===== src/hw/compact_timer_params.svh =====
// Register offsets, field positions, reset values and timing counts
`ifndef COMPACT_TIMER_PARAMS_SVH
`define COMPACT_TIMER_PARAMS_SVH
`define CT_OFS_CTRL0      12'h000
`define CT_OFS_CTRL1      12'h004
`define CT_OFS_CNT_LO     12'h008
`define CT_OFS_CNT_HI     12'h00C
`define CT_OFS_CMPA_LO    12'h010
`define CT_OFS_CMPA_HI    12'h014
`define CT_OFS_STATUS     12'h018
`define CT_C0_PAUSE       7
`define CT_C0_CKSEL_HI    6
`define CT_C0_CKSEL_LO    4
`define CT_C0_ON          3
`define CT_C0_PER_HI      2
`define CT_C1_MODE_HI     7
`define CT_C1_MODE_LO     6
`define CT_C1_PIN_HI      5
`define CT_C1_PIN_LO      4
`define CT_C1_INIT        3
`define CT_C1_INV         2
`define CT_C1_SWAP        1
`define CT_C1_CLRSEL      0
`define CT_CTRL_RESET     8'h00
`define CT_SYS_DIV        3'h3
`define CT_HIGH_DIV16     6'h0F
`define CT_HIGH_DIV64     6'h3F
`define CT_P_STEP         11'h080
`define CT_FULL_PERIOD    11'h400
`endif


===== src/hw/compact_timer_pkg.sv =====
// Types shared by the compact timer files
package compact_timer_pkg;
  typedef enum logic [1:0] {
    MODE_COMPARE,
    MODE_UNDEF,
    MODE_PWM,
    MODE_TIMER
  } timer_mode_t;
  typedef enum logic [1:0] {
    PIN_KEEP,
    PIN_LOW,
    PIN_HIGH,
    PIN_TOGGLE
  } pin_action_t;
endpackage : compact_timer_pkg


===== src/hw/compact_timer.sv =====
// Compact ten-bit timer with AXI4-Lite register access
//
// Overview of operation
// RULE1: Ten-bit up counter advances on timer ticks
// RULE2: P checks top three bits, A all
// RULE3: Counter clears when timer_on rises and on its clear match
// RULE4: Pause holds count, resumes from there
// RULE5: Clock select picks one of seven sources; codes 4 and 5 both pick sub_clk_tick
// RULE6: Off stops counter, value kept
// RULE7: Switch-on restores initial output level
// RULE8: P period is value times 128, zero 1024
// RULE9: Select zero: clear on P match, overflow
// RULE10: Select one: clear on A match
// RULE11: PWM clear source follows role swap
// RULE12: Mode select picks compare, PWM or timer
// RULE13: Software stops timer before mode change
// RULE14: Compare mode: A match does pin action
// RULE15: PWM pin action forces inactive, active, wave
// RULE16: Software changes PWM pin action only off
// RULE17: Initial level sets start or active level
// RULE18: Drive equal to level gives no change
// RULE19: Invert bit flips output outside timer mode
// RULE20: Role swap exchanges period and duty
// RULE21: Clearing match or overflow raises request
// RULE22: A low write buffered, copied on high
// RULE23: High read captures low byte in buffer
// RULE24: Second pin is inverse of first
// RULE25: Separate requests for A and P matches
// RULE26: PWM active from clear until duty value
// RULE27: P match needs low seven bits zero
`timescale 1ns/100ps
`default_nettype none
`include "compact_timer_params.svh"
module compact_timer
  import compact_timer_pkg::*;
(
  input  wire logic        aclk,
  input  wire logic        aresetn,
  input  wire logic [11:0] s_axi_awaddr,
  input  wire logic        s_axi_awvalid,
  output logic             s_axi_awready,
  input  wire logic [31:0] s_axi_wdata,
  input  wire logic [3:0]  s_axi_wstrb,
  input  wire logic        s_axi_wvalid,
  output logic             s_axi_wready,
  output logic [1:0]       s_axi_bresp,
  output logic             s_axi_bvalid,
  input  wire logic        s_axi_bready,
  input  wire logic [11:0] s_axi_araddr,
  input  wire logic        s_axi_arvalid,
  output logic             s_axi_arready,
  output logic [31:0]      s_axi_rdata,
  output logic [1:0]       s_axi_rresp,
  output logic             s_axi_rvalid,
  input  wire logic        s_axi_rready,
  input  wire logic        high_clk_tick,
  input  wire logic        sub_clk_tick,
  input  wire logic        ext_clock_pin,
  output logic             timer_output_pin,
  output logic             timer_output_pin_inverted,
  output logic             match_a_irq,
  output logic             match_p_irq
);
  // ---------------------------------------------------------------
  // Register state
  // ---------------------------------------------------------------
  logic [7:0]  ctrl0_q;
  logic [7:0]  ctrl1_q;
  logic [9:0]  cmpa_q;
  logic [7:0]  wbuf_q;
  logic [7:0]  rbuf_q;
  logic        on_prev_q;
  logic        out_q;
  logic        pwm_q;
  logic        flag_a_q;
  logic        flag_p_q;
  logic        irq_a_q;
  logic        irq_p_q;
  logic        aw_held_q;
  logic [11:0] aw_addr_q;
  logic        w_held_q;
  logic [31:0] w_data_q;
  logic [3:0]  w_strb_q;
  logic        bvalid_q;
  logic        rvalid_q;
  logic [31:0] rdata_q;

  // ---------------------------------------------------------------
  // Field decode
  // ---------------------------------------------------------------
  logic        timer_on;
  logic        pause_ctl;
  logic [2:0]  clock_select;
  logic [2:0]  compare_p_value;
  timer_mode_t mode_select;
  pin_action_t pin_action_select;
  logic        output_initial_level;
  logic        output_invert;
  logic        pwm_role_swap;
  logic        clear_source_select;
  logic        start_w;
  logic        run_w;
  logic        pwm_mode_w;
  logic        tick_w;
  logic        match_a_w;
  logic        match_p_w;
  logic [9:0]  count_w;

  assign timer_on             = ctrl0_q[`CT_C0_ON];
  assign pause_ctl            = ctrl0_q[`CT_C0_PAUSE];
  assign clock_select         = ctrl0_q[`CT_C0_CKSEL_HI:`CT_C0_CKSEL_LO];
  assign compare_p_value      = ctrl0_q[`CT_C0_PER_HI:0];
  assign mode_select          =
    timer_mode_t'(ctrl1_q[`CT_C1_MODE_HI:`CT_C1_MODE_LO]); // see RULE12
  assign pin_action_select    =
    pin_action_t'(ctrl1_q[`CT_C1_PIN_HI:`CT_C1_PIN_LO]);
  assign output_initial_level = ctrl1_q[`CT_C1_INIT];
  assign output_invert        = ctrl1_q[`CT_C1_INV];
  assign pwm_role_swap        = ctrl1_q[`CT_C1_SWAP];
  assign clear_source_select  = ctrl1_q[`CT_C1_CLRSEL];
  assign start_w    = timer_on && !on_prev_q;
  assign run_w      = timer_on && !pause_ctl && !start_w;
  assign pwm_mode_w = (mode_select == MODE_PWM);

  // ---------------------------------------------------------------
  // Tick source and counter core
  // ---------------------------------------------------------------
  compact_timer_tick u_tick (
    .aclk          (aclk),
    .aresetn       (aresetn),
    .clock_select  (clock_select),
    .high_clk_tick (high_clk_tick),
    .sub_clk_tick  (sub_clk_tick),
    .ext_clock_pin (ext_clock_pin),
    .tick          (tick_w)
  );

  compact_timer_core u_core (
    .aclk                (aclk),
    .aresetn             (aresetn),
    .tick                (tick_w),
    .run                 (run_w),
    .start               (start_w),
    .pwm_mode            (pwm_mode_w),
    .clear_source_select (clear_source_select),
    .pwm_role_swap       (pwm_role_swap),
    .compare_p_value     (compare_p_value),
    .compare_a_value     (cmpa_q),
    .count               (count_w),
    .match_a             (match_a_w),
    .match_p             (match_p_w)
  );

  // ---------------------------------------------------------------
  // Output pin logic
  // ---------------------------------------------------------------
  logic [10:0] p_period_w;
  logic [10:0] duty_w;
  logic [10:0] period_w;
  logic        duty_hit_w;
  logic        pwm_active_w;
  logic        out_cmp_d;
  logic        p_clear_w;
  logic        pin_level_w;

  // Duty edge from the comparator that does not set the period
  assign p_period_w = (compare_p_value == 3'h0) ? `CT_FULL_PERIOD
                    : 11'(compare_p_value) * `CT_P_STEP; // see RULE8
  assign duty_w     = pwm_role_swap ? p_period_w
                                    : {1'b0, cmpa_q}; // see RULE20
  assign period_w   = pwm_role_swap ? {1'b0, cmpa_q} : p_period_w;
  assign duty_hit_w = tick_w && run_w
                   && ({1'b0, count_w} + 11'h001 == duty_w)
                   && (duty_w < period_w); // see RULE26
  assign p_clear_w  = !pwm_role_swap && (match_p_w
                   || (tick_w && run_w && count_w == 10'h3FF));

  // Compare mode pin action on each A match
  always_comb begin
    out_cmp_d = out_q;
    if (match_a_w) begin
      case (pin_action_select) // see RULE14 see RULE18
        PIN_KEEP:   out_cmp_d = out_q;
        PIN_LOW:    out_cmp_d = 1'b0;
        PIN_HIGH:   out_cmp_d = 1'b1;
        PIN_TOGGLE: out_cmp_d = !out_q;
        default:    out_cmp_d = out_q;
      endcase
    end
  end

  // PWM phase: active after period clear, inactive after duty match
  always_ff @(posedge aclk) begin
    if (!aresetn) begin
      pwm_q <= 1'b1;
    end else if (start_w) begin
      pwm_q <= 1'b1;
    end else if ((pwm_role_swap && match_a_w) || p_clear_w) begin
      pwm_q <= 1'b1; // see RULE26
    end else if (duty_hit_w) begin
      pwm_q <= 1'b0;
    end
  end

  // Compare mode level, restored to initial on switch-on
  always_ff @(posedge aclk) begin
    if (!aresetn) begin
      out_q <= 1'b0;
    end else if (start_w) begin
      out_q <= output_initial_level; // see RULE7 see RULE17
    end else if (mode_select == MODE_COMPARE) begin
      out_q <= out_cmp_d;
    end
  end

  assign pwm_active_w = (pin_action_select == PIN_LOW)
                     || (pin_action_select == PIN_HIGH && pwm_q);
  // PWM output with polarity: active level or its inverse, then the invert bit
  always_comb begin
    case (mode_select)
      MODE_COMPARE: pin_level_w = out_q ^ output_invert; // see RULE19
      MODE_PWM:     pin_level_w = (pwm_active_w ? output_initial_level
                                  : !output_initial_level)
                                  ^ output_invert; // see RULE15
      default:      pin_level_w = 1'b0;
    endcase
  end

  assign timer_output_pin          = pin_level_w;
  assign timer_output_pin_inverted = !pin_level_w; // see RULE24

  // ---------------------------------------------------------------
  // Match flags and interrupt requests
  // ---------------------------------------------------------------
  logic        flag_p_ev_w;
  logic        ovf_ev_w;

  // P flag when P can clear or in PWM mode; overflow counts with the P flag
  assign ovf_ev_w    = tick_w && run_w && count_w == 10'h3FF;
  assign flag_p_ev_w = (pwm_mode_w || !clear_source_select)
                     && (match_p_w || ovf_ev_w);
  always_ff @(posedge aclk) begin
    if (!aresetn) begin
      irq_a_q <= 1'b0;
      irq_p_q <= 1'b0;
    end else begin
      irq_a_q <= match_a_w; // see RULE21 see RULE25
      irq_p_q <= flag_p_ev_w;
    end
  end
  assign match_a_irq = irq_a_q;
  assign match_p_irq = irq_p_q;

  // ---------------------------------------------------------------
  // AXI4-Lite slave
  // ---------------------------------------------------------------
  logic        wr_go_w;
  logic [11:0] wr_addr_w;
  logic [31:0] wr_data_w;
  logic        wr_lane0_w;
  logic        rd_go_w;
  logic [31:0] rd_val_w;
  logic        status_clr_w;

  assign s_axi_awready = !aw_held_q && !bvalid_q;
  assign s_axi_wready  = !w_held_q && !bvalid_q;
  assign wr_addr_w  = aw_held_q ? aw_addr_q : s_axi_awaddr;
  assign wr_data_w  = w_held_q ? w_data_q : s_axi_wdata;
  assign wr_lane0_w = w_held_q ? w_strb_q[0] : s_axi_wstrb[0];
  assign wr_go_w    = !bvalid_q
                   && (aw_held_q || s_axi_awvalid)
                   && (w_held_q || s_axi_wvalid) && wr_lane0_w;
  assign s_axi_bvalid  = bvalid_q;
  assign s_axi_bresp   = 2'h0;
  assign s_axi_arready = !rvalid_q;
  assign rd_go_w       = s_axi_arvalid && !rvalid_q;
  assign s_axi_rvalid  = rvalid_q;
  assign s_axi_rdata   = rdata_q;
  assign s_axi_rresp   = 2'h0;
  assign status_clr_w  = rd_go_w && s_axi_araddr == `CT_OFS_STATUS;

  // Write channel capture and response
  always_ff @(posedge aclk) begin
    if (!aresetn) begin
      aw_held_q <= 1'b0;
      aw_addr_q <= 12'h000;
      w_held_q  <= 1'b0;
      w_data_q  <= 32'h0000_0000;
      w_strb_q  <= 4'h0;
      bvalid_q  <= 1'b0;
    end else begin
      if (s_axi_awvalid && s_axi_awready) begin
        aw_held_q <= 1'b1;
        aw_addr_q <= s_axi_awaddr;
      end
      if (s_axi_wvalid && s_axi_wready) begin
        w_held_q <= 1'b1;
        w_data_q <= s_axi_wdata;
        w_strb_q <= s_axi_wstrb;
      end
      if (!bvalid_q && (aw_held_q || s_axi_awvalid)
          && (w_held_q || s_axi_wvalid)) begin
        bvalid_q  <= 1'b1;
        aw_held_q <= 1'b0;
        w_held_q  <= 1'b0;
      end else if (bvalid_q && s_axi_bready) begin
        bvalid_q <= 1'b0;
      end
    end
  end

  // Register writes; the counter pair is read only
  always_ff @(posedge aclk) begin
    if (!aresetn) begin
      ctrl0_q   <= `CT_CTRL_RESET;
      ctrl1_q   <= `CT_CTRL_RESET;
      cmpa_q    <= 10'h000;
      wbuf_q    <= 8'h00;
      on_prev_q <= 1'b0;
    end else begin
      on_prev_q <= timer_on;
      if (wr_go_w) begin
        case (wr_addr_w)
          `CT_OFS_CTRL0:   ctrl0_q <= wr_data_w[7:0];
          `CT_OFS_CTRL1:   ctrl1_q <= wr_data_w[7:0];
          `CT_OFS_CMPA_LO: wbuf_q  <= wr_data_w[7:0]; // see RULE22
          `CT_OFS_CMPA_HI: cmpa_q  <= {wr_data_w[1:0], wbuf_q};
          default:         ctrl0_q <= ctrl0_q;
        endcase
      end
    end
  end

  // Read mux; high byte reads latch the low byte
  always_comb begin
    case (s_axi_araddr)
      `CT_OFS_CTRL0:   rd_val_w = {24'h000000, ctrl0_q};
      `CT_OFS_CTRL1:   rd_val_w = {24'h000000, ctrl1_q};
      `CT_OFS_CNT_LO:  rd_val_w = {24'h000000, rbuf_q}; // see RULE23
      `CT_OFS_CNT_HI:  rd_val_w = {30'h00000000, count_w[9:8]};
      `CT_OFS_CMPA_LO: rd_val_w = {24'h000000, rbuf_q};
      `CT_OFS_CMPA_HI: rd_val_w = {30'h00000000, cmpa_q[9:8]};
      `CT_OFS_STATUS:  rd_val_w = {30'h00000000, flag_p_q, flag_a_q};
      default:         rd_val_w = 32'h0000_0000;
    endcase
  end

  always_ff @(posedge aclk) begin
    if (!aresetn) begin
      rvalid_q <= 1'b0;
      rdata_q  <= 32'h0000_0000;
      rbuf_q   <= 8'h00;
    end else begin
      if (rd_go_w) begin
        rvalid_q <= 1'b1;
        rdata_q  <= rd_val_w;
        if (s_axi_araddr == `CT_OFS_CNT_HI) begin
          rbuf_q <= count_w[7:0]; // see RULE23
        end else if (s_axi_araddr == `CT_OFS_CMPA_HI) begin
          rbuf_q <= cmpa_q[7:0];
        end
      end else if (rvalid_q && s_axi_rready) begin
        rvalid_q <= 1'b0;
      end
    end
  end

  // Sticky match flags, cleared by reading status; set wins
  always_ff @(posedge aclk) begin
    if (!aresetn) begin
      flag_a_q <= 1'b0;
      flag_p_q <= 1'b0;
    end else begin
      flag_a_q <= match_a_w || (flag_a_q && !status_clr_w);
      flag_p_q <= flag_p_ev_w || (flag_p_q && !status_clr_w);
    end
  end
endmodule : compact_timer
`default_nettype wire


===== src/hw/compact_timer_tick.sv =====
// Count tick generator: clock source selection and external pin edges
`timescale 1ns/100ps
`default_nettype none
`include "compact_timer_params.svh"
module compact_timer_tick (
  input  wire logic       aclk,
  input  wire logic       aresetn,
  input  wire logic [2:0] clock_select,
  input  wire logic       high_clk_tick,
  input  wire logic       sub_clk_tick,
  input  wire logic       ext_clock_pin,
  output logic            tick
);
  logic [1:0] sys_div_q;
  logic [5:0] high_div_q;
  logic [2:0] ext_sync_q;
  logic       div4_w;
  logic       div16_w;
  logic       div64_w;
  logic       ext_rise_w;
  logic       ext_fall_w;

  // Dividers and pin synchroniser; bit 0 is read only by bit 1
  always_ff @(posedge aclk) begin
    if (!aresetn) begin
      sys_div_q  <= 2'h0;
      high_div_q <= 6'h00;
      ext_sync_q <= 3'h0;
    end else begin
      sys_div_q  <= sys_div_q + 2'h1;
      if (high_clk_tick) begin
        high_div_q <= high_div_q + 6'h01;
      end
      ext_sync_q <= {ext_sync_q[1:0], ext_clock_pin};
    end
  end

  assign div4_w     = (sys_div_q == 2'(`CT_SYS_DIV));
  assign div16_w    = high_clk_tick && (high_div_q[3:0] == 4'(`CT_HIGH_DIV16));
  assign div64_w    = high_clk_tick && (high_div_q == 6'(`CT_HIGH_DIV64));
  assign ext_rise_w = ext_sync_q[1] && !ext_sync_q[2];
  assign ext_fall_w = !ext_sync_q[1] && ext_sync_q[2];

  // Source multiplexer
  always_comb begin
    case (clock_select)
      3'h0: tick = div4_w; // see RULE5
      3'h1: tick = 1'b1;
      3'h2: tick = div16_w;
      3'h3: tick = div64_w;
      3'h4: tick = sub_clk_tick;
      3'h5: tick = sub_clk_tick;
      3'h6: tick = ext_rise_w;
      3'h7: tick = ext_fall_w;
      default: tick = 1'b0;
    endcase
  end
endmodule : compact_timer_tick
`default_nettype wire


===== src/hw/compact_timer_core.sv =====
// Ten-bit counter, both comparators and counter clear logic
`timescale 1ns/100ps
`default_nettype none
`include "compact_timer_params.svh"
module compact_timer_core
  import compact_timer_pkg::*;
(
  input  wire logic        aclk,
  input  wire logic        aresetn,
  input  wire logic        tick,
  input  wire logic        run,
  input  wire logic        start,
  input  wire logic        pwm_mode,
  input  wire logic        clear_source_select,
  input  wire logic        pwm_role_swap,
  input  wire logic [2:0]  compare_p_value,
  input  wire logic [9:0]  compare_a_value,
  output logic [9:0]       count,
  output logic             match_a,
  output logic             match_p
);
  logic [9:0] count_q;
  logic       ovf_w;
  logic       clear_w;
  logic       clr_by_a_w;

  // Comparators act on the tick that makes the count reach the value
  assign match_p = tick && run && (compare_p_value != 3'h0)
                 && (count_q[9:7] == compare_p_value - 3'h1)
                 && (count_q[6:0] == 7'h7F); // see RULE2 see RULE27
  assign match_a = tick && run
                 && (count_q + 10'h001 == compare_a_value); // see RULE2
  assign ovf_w   = tick && run && (count_q == 10'h3FF);
  // PWM uses the role swap bit; other modes the clear select bit
  assign clr_by_a_w = pwm_mode ? pwm_role_swap
                               : clear_source_select; // see RULE11
  assign clear_w = clr_by_a_w ? match_a
                              : (match_p || ovf_w); // see RULE9 see RULE10
  assign count   = count_q;

  // Counter: cleared on switch-on, held when off or paused
  always_ff @(posedge aclk) begin
    if (!aresetn) begin
      count_q <= 10'h000;
    end else if (start) begin
      count_q <= 10'h000; // see RULE3
    end else if (tick && run) begin // see RULE4 see RULE6
      count_q <= clear_w ? 10'h000 : count_q + 10'h001; // see RULE1 see RULE8
    end
  end
endmodule : compact_timer_core
`default_nettype wire


===== config.mk =====
export PLATFORM = sky130hd
export DESIGN_NAME = compact_timer
export DESIGN_NICKNAME = d
export VERILOG_FILES = /design/src/hw/compact_timer_pkg.sv /design/src/hw/compact_timer.sv /design/src/hw/compact_timer_tick.sv /design/src/hw/compact_timer_core.sv
export VERILOG_INCLUDE_DIRS = /design/src /design/src/hw
export SDC_FILE = /design/constraint.sdc
export NUM_CORES = 1
export LEC_CHECK = 0
export ABC_AREA = 1
export CAP_MARGIN = 20
export CORE_UTILIZATION = 35
export DETAILED_ROUTE_END_ITERATION = 10
export DONT_BUFFER_PORTS = 1
export PLACE_DENSITY = 0.52
export SYNTH_ARGS = -nofsm -noshare
export SYNTH_HDL_FRONTEND = slang
export SYNTH_HIERARCHICAL = 1
export SYNTH_SLANG_ARGS = --single-unit

===== constraint.sdc =====
create_clock -name aclk -period 6.6 [get_ports aclk]
set_input_delay 0.66 -clock aclk [delete_from_list [all_inputs] [get_ports aclk]]
set_output_delay 0.66 -clock aclk [all_outputs]
set_load 0.01 [all_outputs]

==> reports/qor.yml, run 1 <==
status:
  status: "complete, no violations"
clock_tree:
  cts_buffer_depth: 2
  cts_hold_buf: 0
  cts_buffers: 9
  clock-root-buffer: "clkbuf_16"
  post_cts_resize_count: 0
  htree_levels: 3
  cts_sinks: 103
  cts_tree: "built"
  post_cts_buffers: 0
  clk_latency_ps: 360
  path_clk_slew_ps: 70
timing:
  fmax_mhz: 344.0
  tns_ps: 0
  skew_ps: 9.177
  maxSlewViolCount: 0
  setup_ws_ps: 3693
  slew_headroom_pct: 41.46
  fin_crit_sh_pct: 44.05
  post-route-min-period_ps: 2907
  setup_violations: 0
  rsz0062_at_grt: "no"
  hold_slack_ps: 383.1
  worst_slew_pin_slew_ps: 875.6
  final_hold_viol_count: 0
layout:
  final_layout_size_suffix_gt1_share_pct: 5.858
  syn_to_final_growth_pct: 5.272
  nets: 1031
  fin_area_mm2: 0.006496
  post-route-util_pct: 37.69
  fin_cells: 1181
  n_fill_cell: 1912
  antennaDiodeCount: 0
floorplan:
  initial_core_util_pct: 35.80
  die_w_um: 134.8
  core_area_mm2: 0.01724
  die_h_um: 134.8
  die-area_mm2: 0.01817
  rows: 48
  ios: 115
power_and_ir_drop:
  peakVddDrop_mv: 0.1268
  pwr-share-seq_pct: 51.0
  p_leak_nw: 2.659
  p_sw_uw: 325.6
  power_density_mw_per_mm2: 197.5
  combPwrFrac_pct: 7.5
  p_total_mw: 1.283
  pwr-share-clk_pct: 41.5
  switching_share_pct: 25.37
  power.internal_uw: 957.6
yosys:
  synth_area_mm2: 0.006171
  synth_cell_types: 47
  yosys_warnings: 6
  yosysTopAreaCellShare_pct: 33.41
  synth_cells: 972
  ys_async_sr_fraction_pct: 0
  synth_area_leader_cell: "dfxtp_1"
  synth-seq-cells: 103
  synth.area.top_cells: "dfxtp_1 (33%), nand2_1 (14%), inv_1 (9.3%)"
  ys_seq_area_share_pct: 33.41
  avgSynthCellArea_um2: 6.349
  synth_common_cells: "nand2_1 (236), inv_1 (153), dfxtp_1 (103)"
  yosys_most_used_dff: "dfxtp_1"
  yosysMostFrequentCell: "nand2_1"
  synth_enable_flop_cells: 0
worst_setup_path:
  r2r_start: "u_tick/high_div_q[0]$_SDFFE_PN0P_"
  critPathRequiredTime_ps: 6880
  cp-start-kind: "register"
  r2r_slack_ps: 3690
  crit_path_end_kind: "register"
  worst-r2r-cell-count: 18
  worstSetupPathType: "reg -> reg"
  path_max_fanout: 23
  worstPathArrival_ps: 3190
  reg2reg_to: "out_q$_SDFFE_PN0P_"
placement:
  dp.cells: 1166
  post-dp-hpwl_mm: 11.26
  port_buffers: 0
  dpl_cell_area_mm2: 0.006205
  place.gp.congestion: 0.8242
  post-place-ws_ps: 3588
detailed_routing:
  drtAntennaViolNets: 0
  vias: 5509
  wl_per_cell_um: 12.81
  drtIter0Drc: 321
  via_per_inst: 4.665
  wirelength_mm: 15.13
  drc_errors: 0
  dr.pass1.iters: 7
global_route:
  grt_usage_pct: 17.29
  grt_max_degree: 85
  grt_overflow_total: 0
  grt_pass1_wl_mm: 24.32
  grt_pass1_vias: 4797
  antenna_found_initial: 0
hold_path:
  min_path_type: "in -> reg"
  hold_depth: 1
  whs_endpoint: "u_tick/high_div_q[1]$_SDFFE_PN0P_"
  hp-start: "high_clk_tick"
job:
  max_cap_violations: 0
## worst max-delay path: stages, from the launching register on
cell,delay [ps]
dfxtp_1,380
ha_1,180
nand2_2,80
nor2_4,130
nand3_2,70
nand2_1,60
nor2_1,40
nor2_1,160
nand2_1,80
buf_4,220
nor2_1,120
nand3_1,70
nor2_1,160
nand3_1,90
nor3_1,140
nand4_1,130
nor2_1,390
nand4_1,140
a31oi_1,170
## cells in the final DEF (no fill, tap or decap), drive strengths merged, types with 2 or more instances in the layout
master,Yosys,layout
nor2,104,104
o2111ai,2,2
o21bai,2,2
inv,158,159
xnor2,3,3
or2,5,5
mux2i,2,2
nand4,9,9
nand3b,9,9
conb,1,28
o21ai,100,100
dfxtp,103,103
clkbuf,15,12
nor3,7,7
xor2,2,2
nand3,60,60
o21a,2,2
ha,9,9
clkinv,3,4
nand2,246,246
a21oi,68,68
a31oi,10,10
## routing by layer
metal	global-route usage, %	wire length [um]	vias up
met4	5.181	251	0
met2	26.92	6624	90
met5	0	0	-
met3	3.904	615	17
met1	23.70	7640	2430
li1	-	-	2972
## power by group through the flow
stage / clock network, mW / registers, mW / logic [mW]
after floorplan: 0 / 0.663 / 0.101
after global placement: 0 / 0.669 / 0.0964
after detailed placement: 0 / 0.669 / 0.0970
after CTS: 0.551 / 0.654 / 0.0973
after global routing: 0.578 / 0.657 / 0.113
final: 0.533 / 0.654 / 0.0958
## registers in the layout, indices dropped and copies added, names as in the netlist, 2 cells and up
name,count
aw_addr_q,12
cmpa_q,10
ctrl0_q,8
ctrl1_q,8
rbuf_q,8
s_axi_rdata,8
u_core/count,10
u_tick/ext_sync_q,3
u_tick/high_div_q,6
u_tick/sys_div_q,2
w_data_q,8
wbuf_q,8
## logic make-up after synthesis
group | Yosys count | synth area share (%)
adders and majority gates | 9 | 1.825
and+or+nand+nor | 445 | 31.85
buffers and inverters | 220 | 15.59
xor gates and xnor gates | 6 | 1.075
muxes | 2 | 0.3244
AOI/OAI and AO/OA | 186 | 15.86
other | 1 | 0.06077
DFF | 103 | 33.41
## how the worst max path moves through the flow
stage                         end  cells past startpoint                              start
5_1_grt        out_q$_SDFFE_PN0P_                     18  u_tick/high_div_q[0]$_SDFFE_PN0P_
4_1_cts        out_q$_SDFFE_PN0P_                     18  u_tick/high_div_q[0]$_SDFFE_PN0P_
3_5_place_dp   out_q$_SDFFE_PN0P_                     17                      high_clk_tick
6_report       out_q$_SDFFE_PN0P_                     18  u_tick/high_div_q[0]$_SDFFE_PN0P_
3_3_place_gp   out_q$_SDFFE_PN0P_                     17                      high_clk_tick
2_1_floorplan  out_q$_SDFFE_PN0P_                     16                      high_clk_tick
## final cells by class
class	count	area, um^2	share of cell area [%]
multi-input cells	676	3248	50.00
flip-flops and latches	103	2062	31.74
repair buffers	1	7.507	0.1156
inverters	161	605.6	9.322
clock inverters	3	25.02	0.3852
well taps	225	281.5	4.334
clock buffers	12	266.5	4.102
Note: power is estimated with default switching activity, not from simulation.
==> inputs of run 2 (changes only) <==
--- a/config.mk
+++ b/config.mk
@@ -11,7 +11,7 @@
 export CORE_UTILIZATION = 35
 export DETAILED_ROUTE_END_ITERATION = 10
 export DONT_BUFFER_PORTS = 1
-export PLACE_DENSITY = 0.52
+export PLACE_DENSITY = 0.54
 export SYNTH_ARGS = -nofsm -noshare
 export SYNTH_HDL_FRONTEND = slang
 export SYNTH_HIERARCHICAL = 1
==> constraint.sdc (replaced) <==
create_clock -name aclk -period 2.55 [get_ports aclk]
set_input_delay 0.255 -clock aclk [delete_from_list [all_inputs] [get_ports aclk]]
set_output_delay 0.255 -clock aclk [all_outputs]
set_load 0.01 [all_outputs]
==> reports/qor.yml, run 2 (same netlist as run 1, synthesis figures left out) <==
placement:
  place.gp.congestion: 0.8628
  dpl_cell_area_mm2: 0.006287
  post-place-ws_ps: 99.25
  port_buffers: 0
  post-dp-hpwl_mm: 11.40
layout:
  final-seq-area_mm2: 0.002071
  final_common_cell: "nand2_1"
  layout_common_cells: "nand2_1 (234), inv_1 (153), dfxtp_1 (100)"
  fin_area_mm2: 0.006669
  n_fill_cell: 1888
  final_layout_size_suffix_gt1_share_pct: 7.922
  multiInputGateArea_mm2: 0.003281
  largest_reg_flops: 12
  antennaDiodeCount: 0
  syn_to_final_growth_pct: 8.070
  regMostFlops: "aw_addr_q"
  nets: 1047
timing:
  tns_ps: 0
  hold_slack_ps: 30.92
  final_hold_viol_count: 0
  fmax_mhz: 427.4
  skew_ps: 8.776
  setup_violations: 0
  setup_ws_ps: 210.1
  post-route-min-period_ps: 2340
  maxSlewViolCount: 0
  slew_headroom_pct: 58.50
  fin_crit_sh_pct: 91.76
  worst_slew_pin_slew_ps: 621.0
detailed_routing:
  drtIter0Drc: 374
  via_per_inst: 4.660
  dr.pass1.iters: 5
  drtAntennaViolNets: 0
  wirelength_mm: 15.39
  drc_errors: 0
  wl_per_cell_um: 12.86
  vias: 5578
worst_setup_path:
  worstSetupPathType: "reg -> reg"
  slowest_delay_ps: 370
  critPathSlowestCell: "dfxtp_4"
  path_max_fanout: 4
  worstPathArrival_ps: 2580
  crit_path_end_kind: "register"
  critPathRequiredTime_ps: 2790
  cp_cell_sequence: "ha_4, nand2_4, nor2_4, nand3_2, nand2_2, nor2_2, nor2_2, nand2_2, nor2_1, nand3_1, nor2_1, nand3_1, nor3_2, nand4_1, nor2_1, buf_4, nand3_1, nand2_1, a31oi_1"
  cp-start-kind: "register"
clock_tree:
  clock-root-buffer: "clkbuf_16"
  htree_levels: 3
  cts_sinks: 103
  clk_latency_ps: 350
  cts_buffers: 9
  cts_tree: "built"
  cts_buffer_depth: 2
  path_clk_slew_ps: 70
power_and_ir_drop:
  switching_share_pct: 24.74
  peakVddDrop_mv: 0.3873
  p_sw_uw: 832.0
  pwr-share-seq_pct: 50.4
  p_leak_nw: 2.754
  pwr-share-clk_pct: 41.9
  combPwrFrac_pct: 7.7
  power_density_mw_per_mm2: 504.2
  power.internal_mw: 2.531
job:
  max_cap_violations: 0
global_route:
  grt_overflow_total: 0
  grt_max_degree: 81
  grt_usage_pct: 17.74
  grt_pass1_vias: 5035
  grt_pass1_wl_mm: 25.20
  antenna_found_initial: 0
floorplan:
  die-area_mm2: 0.01817
  rows: 48
  die_h_um: 134.8
  die_w_um: 134.8
  initial_core_util_pct: 35.80
  core_area_mm2: 0.01724
  ios: 115
status:
  status: "complete, no violations"
hold_path:
  min_path_type: "in -> reg"
[run 2: changes by cell type in the layout (fill, tap and decap cells not counted), sizes merged]
| cell | change |
|---|---|
| clkbuf | -1 |
| inv | +1 |
| buf | +13 |
| dlygate4sd3 | +3 |
| bufinv | +1 |
| clkinvlp | -1 |
[run 2: power by group through the flow]
stage / registers (mW) / clock network, mW / logic [mW]
after floorplan: 1.72 / 0 / 0.263
after global placement: 1.73 / 0 / 0.248
after detailed placement: 1.73 / 0 / 0.251
after CTS: 1.69 / 1.46 / 0.257
after global routing: 1.70 / 1.54 / 0.298
final: 1.69 / 1.41 / 0.257
[run 2: per-stage QoR]
stage / util, % / cells / power (mW)
2_1_floorplan: - / 999 / 1.978
3_3_place_gp: 36.48 / 1177 / 1.979
3_5_place_dp: 36.48 / 1177 / 1.983
4_1_cts: 38.36 / 1195 / 3.410
5_1_grt: 38.69 / 1197 / 3.542
6_report: 38.69 / 1197 / 3.363
[run 2: area by class of cell]
type / count / share of cell area [%]
well taps: 225 / 4.221
inverters: 161 / 9.081
clock buffers: 11 / 3.640
flip-flops and latches: 103 / 31.05
repair buffers: 17 / 2.026
clock inverters: 4 / 0.7880
multi-input cells: 676 / 49.19
[run 2: critical path, delay by kind of cell, from the launching register on]
kind,cells,cell delay (ps)
fa+ha+maj,1,140
simple gates,16,1500
flops,1,370
compound gates,1,70
buf+inv,1,150
[run 2: worst paths after layout]
check,from,end,slack (ps),depth (start not counted)
max,u_tick/high_div_q[1]$_SDFFE_PN0P_,out_q$_SDFFE_PN0P_,210,19
min,aresetn,u_tick/high_div_q[3]$_SDFFE_PN0P_,30,2
max reg2reg,u_tick/high_div_q[1]$_SDFFE_PN0P_,out_q$_SDFFE_PN0P_,210,19
min reg2reg,u_tick/ext_sync_q[0]$_SDFF_PN0_,u_tick/ext_sync_q[1]$_SDFF_PN0_,420,2
[run 2: per-layer routing]
metal	up-vias	wire length [um]	GRT usage (%)
met1	2427	7653	24.65
met2	134	6656	27.23
met3	11	858	4.317
li1	3006	-	-
met5	-	0	0
met4	0	220	4.744
[run 2: what timing repair did]
action                                 in CTS  in global routing
buffers inserted                            0                  2
gates resized for setup                     0                 13
setup endpoints to repair                   0                 16
hold buffers                                3                  0
endpoints found under the hold margin       7                  0
